`src/core/iuvfm_pkg.sv`:
```
/*
 * Constants, register map and state encoding for the input undervoltage
 * fault manager. Assumes a 125 MHz core clock and telemetry in volts with
 * eight fraction bits.
 */
// How it works
// - warning crossing sets summary, warning bit, alert
// - fault crossing sets summary, fault bit, alert
// - retry waits for input at or above warning threshold
// - thresholds are exponent/mantissa, mantissa times two^exp
// - out-of-range threshold writes rejected, old kept
// - warning threshold resets to cb80 (7.0 V)
// - fault threshold resets to cb40 (6.5 V)
// - fault pulls alert low, bit held until clear
// - action code 10 means disable then retry
// - retry field zero keeps output off until clear or an off command
// - nonzero retry field retries until commanded off or stopped by another fault
// - retry spacing is (delay+1) times 35 ms
// - action byte resets to 80 (disable, no retry)
package iuvfm_pkg;
   // command codes
   localparam logic [7:0] IUVFM_ADDR_WARN = 8'h58;
   localparam logic [7:0] IUVFM_ADDR_FAULT = 8'h59;
   localparam logic [7:0] IUVFM_ADDR_ACTION = 8'h5a;
   // reset values
   localparam logic [15:0] IUVFM_WARN_RST = 16'hcb80;
   localparam logic [15:0] IUVFM_FAULT_RST = 16'hcb40;
   localparam logic [7:0] IUVFM_ACTION_RST = 8'h80;
   // same thresholds in volts with eight fraction bits
   localparam logic [15:0] IUVFM_WARN_FIX_RST = 16'h0700;
   localparam logic [15:0] IUVFM_FAULT_FIX_RST = 16'h0680;
   localparam int IUVFM_FRAC_BITS = 8;
   localparam logic [15:0] IUVFM_MAX_FIX = 16'h1000;
   // threshold field layout
   localparam int IUVFM_EXP_MSB = 15;
   localparam int IUVFM_EXP_LSB = 11;
   localparam int IUVFM_MANT_MSB = 10;
   // action byte layout
   localparam int IUVFM_MODE_MSB = 7;
   localparam int IUVFM_MODE_LSB = 6;
   localparam logic [1:0] IUVFM_MODE_RETRY = 2'h2;
   localparam int IUVFM_RETRY_MSB = 5;
   localparam int IUVFM_RETRY_LSB = 3;
   localparam int IUVFM_DLY_MSB = 2;
   // retry timing
   localparam int IUVFM_RETRY_UNIT_MS = 35;
   localparam int IUVFM_CLK_KHZ = 125000;
   localparam int IUVFM_RETRY_UNIT_CYC = IUVFM_RETRY_UNIT_MS * IUVFM_CLK_KHZ;
   // output control states
   typedef enum logic [1:0] {
      IUVFM_ST_OFF = 2'b00,
      IUVFM_ST_ON = 2'b01,
      IUVFM_ST_WAIT = 2'b10,
      IUVFM_ST_LATCH = 2'b11
   } iuvfm_state_t;
endpackage

```
`src/core/iuvfm_l11_if.sv`:
```
/*
 * Carrier between the fault manager and its threshold converter.
 * Assumes both ends on the same clock; the path is combinational.
 */
`timescale 1ns/1ns
interface iuvfm_l11_if;
   logic [15:0] raw;
   logic [15:0] fixed;
   logic ok;
   modport conv (input raw, output fixed, output ok);
   modport user (output raw, input fixed, input ok);
endinterface

```
`src/core/iuvfm_l11_conv.sv`:
```
/*
 * Converts an exponent/mantissa threshold to volts with eight fraction
 * bits and flags whether it lies in 0 V to 16 V. Purely combinational.
 */
`timescale 1ns/1ns
module iuvfm_l11_conv import iuvfm_pkg::*; (
   // conversion carrier
   iuvfm_l11_if.conv cv
);
   logic signed [5:0] sh;
   logic [39:0] mag;
   logic [39:0] res;
   logic neg;

   ////////////////////////////////////////////////////////////////////
   // value = mantissa * 2^exponent, rescaled by the fraction bits
   always_comb begin
      neg = cv.raw[IUVFM_MANT_MSB];
      sh = 6'(signed'(cv.raw[IUVFM_EXP_MSB:IUVFM_EXP_LSB])) + 6'(IUVFM_FRAC_BITS);
      mag = {29'h0, cv.raw[IUVFM_MANT_MSB:0]};
      if (sh < 0) begin
         res = mag >> 6'(-sh); // fraction below resolution is dropped
      end else begin
         res = mag << sh;
      end
      // negative mantissa is below 0 V, never accepted
      cv.ok = !neg && (res <= 40'(IUVFM_MAX_FIX));
      cv.fixed = res[15:0];
   end
endmodule

```
`src/core/iuvfm_top.sv`:
```
/*
 * Input undervoltage fault manager: threshold and action registers on a
 * command port, sample comparison, status latching, alert and retry.
 * Assumes the command decoder and telemetry run on clk; the enable pin
 * arrives asynchronously and is synchronised here.
 */
`timescale 1ns/1ns
module iuvfm_top import iuvfm_pkg::*; #(
   parameter int RETRY_UNIT_CYC = IUVFM_RETRY_UNIT_CYC
) (
   // clock, reset, enable
   input wire logic clk,
   input wire logic resetn,
   input wire logic ce,
   // command port from the management bus engine
   input wire logic cmd_wr,
   input wire logic cmd_rd,
   input wire logic [7:0] cmd_code,
   input wire logic [15:0] cmd_wdata,
   input wire logic clear_faults,
   output logic [15:0] cmd_rdata_ff,
   output logic cmd_nack_ff,
   // telemetry
   input wire logic vin_valid,
   input wire logic [15:0] vin_sample,
   // on/off control
   input wire logic enable_pin,
   input wire logic operation_on,
   input wire logic other_fault_stop,
   // status and outputs
   output logic sts_none_above_ff,
   output logic sts_input_ff,
   output logic sts_uv_warn_ff,
   output logic sts_uv_fault_ff,
   output logic host_alert_output_n_ff,
   output logic output_en_ff
);
   logic [1:0] rst_sync_ff;
   logic rstn;
   logic [1:0] en_sync_ff;
   logic [15:0] warn_ff, nxt_warn, fault_ff, nxt_fault;
   logic [15:0] warn_fix_ff, nxt_warn_fix, fault_fix_ff, nxt_fault_fix;
   logic [7:0] action_ff, nxt_action;
   logic [15:0] nxt_rdata;
   logic nxt_nack;
   logic below_warn_ff, nxt_below_warn, below_fault_ff, nxt_below_fault;
   logic nxt_none_above, nxt_input, nxt_uv_warn, nxt_uv_fault;
   logic warn_evt, fault_evt, on_req;
   iuvfm_state_t st_ff, nxt_st;
   logic retry_ff, nxt_retry;
   logic [31:0] dly_cnt_ff, nxt_dly_cnt, dly_target;
   iuvfm_l11_if cvif ();

   ////////////////////////////////////////////////////////////////////
   // reset release and enable pin synchronisers
   always_ff @(posedge clk or negedge resetn) begin
      if (!resetn) begin
         rst_sync_ff <= 2'b00;
      end else begin
         rst_sync_ff <= {rst_sync_ff[0], 1'b1};
      end
   end
   assign rstn = rst_sync_ff[1];

   always_ff @(posedge clk or negedge rstn) begin
      if (!rstn) begin
         en_sync_ff <= 2'b00;
      end else if (ce) begin
         en_sync_ff <= {en_sync_ff[0], enable_pin};
      end
   end
   assign on_req = en_sync_ff[1] && operation_on;

   iuvfm_l11_conv u_conv (
      .cv(cvif.conv)
   );
   assign cvif.raw = cmd_wdata;

   ////////////////////////////////////////////////////////////////////
   // register writes and reads; a rejected threshold keeps its old value
   always_comb begin
      nxt_warn = warn_ff;
      nxt_fault = fault_ff;
      nxt_warn_fix = warn_fix_ff;
      nxt_fault_fix = fault_fix_ff;
      nxt_action = action_ff;
      nxt_rdata = cmd_rdata_ff;
      nxt_nack = 1'b0;
      if (cmd_wr) begin
         case (cmd_code)
            IUVFM_ADDR_WARN: begin
               if (cvif.ok) begin
                  nxt_warn = cmd_wdata;
                  nxt_warn_fix = cvif.fixed;
               end else begin
                  nxt_nack = 1'b1;
               end
            end
            IUVFM_ADDR_FAULT: begin
               if (cvif.ok) begin
                  nxt_fault = cmd_wdata;
                  nxt_fault_fix = cvif.fixed;
               end else begin
                  nxt_nack = 1'b1;
               end
            end
            IUVFM_ADDR_ACTION: nxt_action = cmd_wdata[7:0];
            default: nxt_nack = 1'b1;
         endcase
      end else if (cmd_rd) begin
         case (cmd_code)
            IUVFM_ADDR_WARN: nxt_rdata = warn_ff;
            IUVFM_ADDR_FAULT: nxt_rdata = fault_ff;
            IUVFM_ADDR_ACTION: nxt_rdata = {8'h00, action_ff};
            default: begin
               nxt_rdata = 16'h0000;
               nxt_nack = 1'b1;
            end
         endcase
      end
   end

   ////////////////////////////////////////////////////////////////////
   // sample comparison: events fire only on the crossing itself
   always_comb begin
      nxt_below_warn = below_warn_ff;
      nxt_below_fault = below_fault_ff;
      if (vin_valid) begin
         nxt_below_warn = vin_sample < warn_fix_ff;
         nxt_below_fault = vin_sample < fault_fix_ff;
      end
      warn_evt = nxt_below_warn && !below_warn_ff;
      fault_evt = nxt_below_fault && !below_fault_ff;
   end

   // sticky status; a new event beats a clear in the same cycle
   always_comb begin
      nxt_uv_warn = (sts_uv_warn_ff && !clear_faults) || warn_evt;
      nxt_uv_fault = (sts_uv_fault_ff && !clear_faults) || fault_evt;
      nxt_none_above = (sts_none_above_ff && !clear_faults) || warn_evt || fault_evt;
      nxt_input = (sts_input_ff && !clear_faults) || warn_evt || fault_evt;
   end

   ////////////////////////////////////////////////////////////////////
   // output control: latch off or retry after the programmed spacing
   always_comb begin
      dly_target = 32'(action_ff[IUVFM_DLY_MSB:0] + 4'h1) * 32'(RETRY_UNIT_CYC);
      nxt_st = st_ff;
      nxt_retry = retry_ff;
      nxt_dly_cnt = (dly_cnt_ff < dly_target) ? dly_cnt_ff + 32'h0000_0001 : dly_cnt_ff;
      case (st_ff)
         IUVFM_ST_OFF: begin
            nxt_retry = 1'b0;
            if (on_req && !other_fault_stop) begin
               nxt_st = IUVFM_ST_ON;
            end
         end
         IUVFM_ST_ON: begin
            if (!on_req || other_fault_stop) begin
               nxt_st = IUVFM_ST_OFF;
            end else if (fault_evt) begin
               // unused mode codes fall back to a plain latch-off
               if (action_ff[IUVFM_MODE_MSB:IUVFM_MODE_LSB] == IUVFM_MODE_RETRY &&
                   action_ff[IUVFM_RETRY_MSB:IUVFM_RETRY_LSB] != 3'h0) begin
                  nxt_st = IUVFM_ST_WAIT;
                  if (!retry_ff) begin
                     nxt_dly_cnt = 32'h0000_0000;
                  end
               end else begin
                  nxt_st = IUVFM_ST_LATCH;
               end
            end
         end
         IUVFM_ST_WAIT: begin
            if (!on_req || other_fault_stop) begin
               nxt_st = IUVFM_ST_OFF;
            end else if (dly_cnt_ff >= dly_target && !below_warn_ff) begin
               nxt_st = IUVFM_ST_ON;
               nxt_retry = 1'b1;
               nxt_dly_cnt = 32'h0000_0000;
            end
         end
         IUVFM_ST_LATCH: begin
            if (clear_faults || !on_req) begin
               nxt_st = IUVFM_ST_OFF;
            end
         end
         default: nxt_st = IUVFM_ST_OFF;
      endcase
   end

   ////////////////////////////////////////////////////////////////////
   // all state registers but the synchronisers; ce low freezes everything except the reset synchroniser
   always_ff @(posedge clk or negedge rstn) begin
      if (!rstn) begin
         warn_ff <= IUVFM_WARN_RST;
         fault_ff <= IUVFM_FAULT_RST;
         warn_fix_ff <= IUVFM_WARN_FIX_RST;
         fault_fix_ff <= IUVFM_FAULT_FIX_RST;
         action_ff <= IUVFM_ACTION_RST;
         cmd_rdata_ff <= 16'h0000;
         cmd_nack_ff <= 1'b0;
         below_warn_ff <= 1'b0;
         below_fault_ff <= 1'b0;
         sts_uv_warn_ff <= 1'b0;
         sts_uv_fault_ff <= 1'b0;
         sts_none_above_ff <= 1'b0;
         sts_input_ff <= 1'b0;
         host_alert_output_n_ff <= 1'b1;
         st_ff <= IUVFM_ST_OFF;
         retry_ff <= 1'b0;
         dly_cnt_ff <= 32'h0000_0000;
         output_en_ff <= 1'b0;
      end else if (ce) begin
         warn_ff <= nxt_warn;
         fault_ff <= nxt_fault;
         warn_fix_ff <= nxt_warn_fix;
         fault_fix_ff <= nxt_fault_fix;
         action_ff <= nxt_action;
         cmd_rdata_ff <= nxt_rdata;
         cmd_nack_ff <= nxt_nack;
         below_warn_ff <= nxt_below_warn;
         below_fault_ff <= nxt_below_fault;
         sts_uv_warn_ff <= nxt_uv_warn;
         sts_uv_fault_ff <= nxt_uv_fault;
         sts_none_above_ff <= nxt_none_above;
         sts_input_ff <= nxt_input;
         host_alert_output_n_ff <= !(nxt_uv_warn || nxt_uv_fault);
         st_ff <= nxt_st;
         retry_ff <= nxt_retry;
         dly_cnt_ff <= nxt_dly_cnt;
         output_en_ff <= (nxt_st == IUVFM_ST_ON);
      end
   end
endmodule

```
`config.mk`:
```
export PLATFORM = sky130hd
export DESIGN_NAME = iuvfm_top
export DESIGN_NICKNAME = d
export VERILOG_FILES = /design/src/core/iuvfm_pkg.sv /design/src/core/iuvfm_l11_if.sv /design/src/core/iuvfm_l11_conv.sv /design/src/core/iuvfm_top.sv
export SDC_FILE = /design/constraint.sdc
export NUM_CORES = 1
export LEC_CHECK = 0
export BUFFER_PORTS_ARGS = -buffer_cell sky130_fd_sc_hd__buf_2
export CAP_MARGIN = 20
export CORE_MARGIN = 4
export CORE_UTILIZATION = 36
export DETAILED_ROUTE_END_ITERATION = 8
export GPL_ROUTABILITY_DRIVEN = 1
export GPL_TIMING_DRIVEN = 1
export PLACE_DENSITY = 0.57
export SLEW_MARGIN = 10
export SYNTH_ARGS = -nofsm -noshare
export SYNTH_HDL_FRONTEND = slang
export SYNTH_SLANG_ARGS = --single-unit
export TNS_END_PERCENT = 10
```
`constraint.sdc`:
```
create_clock -name clk -period 10.8 [get_ports clk]
set_clock_uncertainty 0.05 [all_clocks]
set_input_delay 1.08 -clock clk [delete_from_list [all_inputs] [get_ports clk]]
set_output_delay 1.08 -clock clk [all_outputs]
set_load 0.05 [all_outputs]
```
==> results.json <==
{
  "antenna_found_initial": 0,
  "cts_sinks": 136,
  "cts_max_level": 4,
  "p_seq_share_pct": 40.6,
  "synth.distinct_cells": 80,
  "ys_seq_area_share_pct": 34.9,
  "wirelength_um": 23400,
  "cts-root-buf": "clkbuf_16",
  "globalplace.congestion": 0.870,
  "fin_crit_ns": 6.24,
  "final_common_cell": "dfrtp_1",
  "placed_cells": 1336,
  "grt_overflow": 0,
  "setup_viol": 0,
  "drv_slew": 0,
  "vdd_drop_max_uv": 77.5,
  "rows": 60,
  "worst_pin_slew_ns": 0.948,
  "drt_iter0_markers": 430,
  "p_switching_w": 0.000414,
  "synthArstFlopShare_pct": 100,
  "cts_buffers": 17,
  "period_share_pct": 57.8,
  "max_slew_margin_pct": 36.6,
  "fillers": 2664,
  "firstDrtPassIters": 5,
  "reg2reg_from": "action_ff[0]",
  "final_nets": 1153,
  "hold_violations": 0,
  "status": "finished clean",
  "cts-hold-fix-buffers": 0,
  "cts.repair.resized": 0,
  "p_clk_share_pct": 42.3,
  "swShare_pct": 31.0,
  "clk_pin_slew_ns": 0.07,
  "grt_max_degree": 82,
  "fin_setup_tns_ns": 0,
  "synth-seq-cells": 136,
  "rsz0062_at_grt": "no",
  "die_x_um": 173,
  "post_cts_buffers": 0,
  "grt.total_usage_pct": 15.7,
  "start_util_pct": 36.5,
  "synth-edff-count": 0,
  "leakagePower_nw": 5.36,
  "io_pins": 73,
  "clk_path_buf_depth": 2,
  "layout_common_cells": "115 x dfrtp_1, 82 x ha_1, 78 x nand2_1",
  "dp_slack_ns": 4.15,
  "synth_warnings": 0,
  "crit_arrival_ns": 6.49,
  "cts_tree": "yes",
  "fin_ws_ns": 4.56,
  "final_util_pct": 40.9,
  "drc": 0,
  "crit_path_start": "cmd_wdata[12]",
  "fmax_mhz": 160,
  "io_buffers": 72,
  "hp-class": "register to async pin",
  "setup.worst_path.start_class": "input port",
  "syn2layout_area_growth_pct": 12.0,
  "grt_pass1_wl_um": 38700,
  "worstSetupPathType": "input port to register",
  "p_int_w": 0.000920,
  "netlist_instances": 969,
  "cp_max_fo": 34,
  "die_height_um": 173,
  "synthFlopType": "dfrtp_1",
  "reg2reg_depth": 22,
  "synth.avg_cell_area_um2": 10.1,
  "die_area_mm2": 0.0300,
  "max_cap_viol_count": 0,
  "grt_pass1_vias": 7270,
  "p_per_area_mw_per_mm2": 121,
  "finalNonFillerCells": 1370,
  "dp_hpwl_um": 17300,
  "fp.coreArea_mm2": 0.0269,
  "insertion_delay_ns": 0.42,
  "ant_nets": 0,
  "synth_nets": 1106,
  "wl_per_cell_um": 17.1,
  "p_comb_share_pct": 17.2,
  "cp.required_ns": 11.05,
  "via_count": 7330,
  "end_kind": "register",
  "via_per_inst": 5.35,
  "diodes": 0,
  "drive_gt1_share_pct": 23.6,
  "syn_area_mm2": 0.00981
}
[synth_stat cells, types with 12 or more instances]
| cell | count | area share [%] |
|---|---|---|
| nor3_1 | 12 | 0.61 |
| ha_1 | 82 | 10 |
| xnor2_1 | 14 | 1.2 |
| mux2_4 | 51 | 7.8 |
| a21oi_1 | 46 | 2.3 |
| clkbuf_1 | 28 | 1.1 |
| mux2_2 | 22 | 2.5 |
| dfstp_2 | 20 | 5.4 |
| nand4_1 | 17 | 1.1 |
| dfrtp_1 | 116 | 30 |
| inv_1 | 53 | 2.0 |
| a21o_1 | 27 | 2.1 |
| mux2i_1 | 33 | 3.4 |
| nor2_1 | 75 | 2.9 |
| and2_1 | 14 | 0.89 |
| nor2b_1 | 13 | 0.83 |
| nand2_1 | 78 | 3.0 |
| buf_2 | 12 | 0.61 |
| xor2_1 | 29 | 2.6 |
| mux4_2 | 12 | 2.8 |
| o21ai_0 | 26 | 1.3 |
| nand3_1 | 20 | 1.0 |
[state kept, by name (all words and copies together), names as in the netlist, 2 cells and up]
name	cells
dly_cnt_ff	32
cmd_rdata_ff	16
fault_ff	16
fault_fix_ff	16
warn_ff	16
warn_fix_ff	16
action_ff	8
en_sync_ff	2
rst_sync_ff	2
st_ff	2
[cells by family after synthesis]
| logic type | after synthesis | synth area share, % |
|---|---|---|
| adders and majority gates | 87 | 11.5 |
| AOI/OAI and AO/OA | 182 | 12.9 |
| xor gates and xnor gates | 43 | 3.84 |
| muxes | 118 | 16.4 |
| other | 1 | 0.0382 |
| buffers and inverters | 111 | 5.24 |
| and+or+nand+nor | 291 | 15.2 |
| DFF | 136 | 34.9 |
[worst paths after layout]
kind	endpoint	slack, ns
hold reg to reg	cmd_rdata_ff[7]	0.19
setup / recovery	fault_ff[3]	4.56
min in group clk	rst_sync_ff[1]	0.30
setup reg to reg	dly_cnt_ff[16]	4.91
max in group asynchronous	en_sync_ff[1]	9.18
hold / removal	cmd_rdata_ff[7]	0.19
[critical path, cell delays in order]
cell and delay [ns]:
buf_2 0.54, clkinv_1 0.60, ha_1 0.82, mux2i_1 0.29, o22ai_1 0.16, a221o_1 0.44, or4_1 0.40, or4_1 0.42
o41ai_2 0.39, nand4_2 0.53, buf_4 0.47, mux2_4 0.33
[through the flow]
stage               cell area (µm²)  hold slack, ns  total power (W)
finish                        11000           0.185          0.00133
global placement              10400           0.287         0.000777
floorplan                      9810           0.281         0.000715
detailed placement            10400           0.290         0.000778
CTS                           10900           0.306          0.00135
global route                  11000           0.228          0.00141
[power by group through the flow]
stage | Sequential, W | Combinational (W) | Clock [W]
floorplan | 0.000566 | 0.000149 | 0
global placement | 0.000555 | 0.000222 | 0
detailed placement | 0.000555 | 0.000224 | 0
CTS | 0.000546 | 0.000225 | 0.000578
global route | 0.000544 | 0.000256 | 0.000605
finish | 0.000541 | 0.000229 | 0.000564
[metal layers]
metal	vias up	GRT usage [%]	part of all wire (%)
li1	3568	-	-
met1	3583	22.0	48
met2	152	25.1	47
met3	27	2.56	3.2
met4	0	4.69	1.5
met5	-	0	0
[layout make-up]
| class | instances | area (µm²) | area share, % |
|---|---|---|---|
| clock buffers | 17 | 425 | 3.87 |
| inverters | 56 | 210 | 1.91 |
| flip-flops and latches | 136 | 3430 | 31.2 |
| multi-input cells | 722 | 5880 | 53.5 |
| well taps | 341 | 427 | 3.88 |
| repair buffers | 83 | 470 | 4.28 |
| clock inverters | 15 | 143 | 1.30 |
No activity file was read; power rests on OpenSTA's default activity.
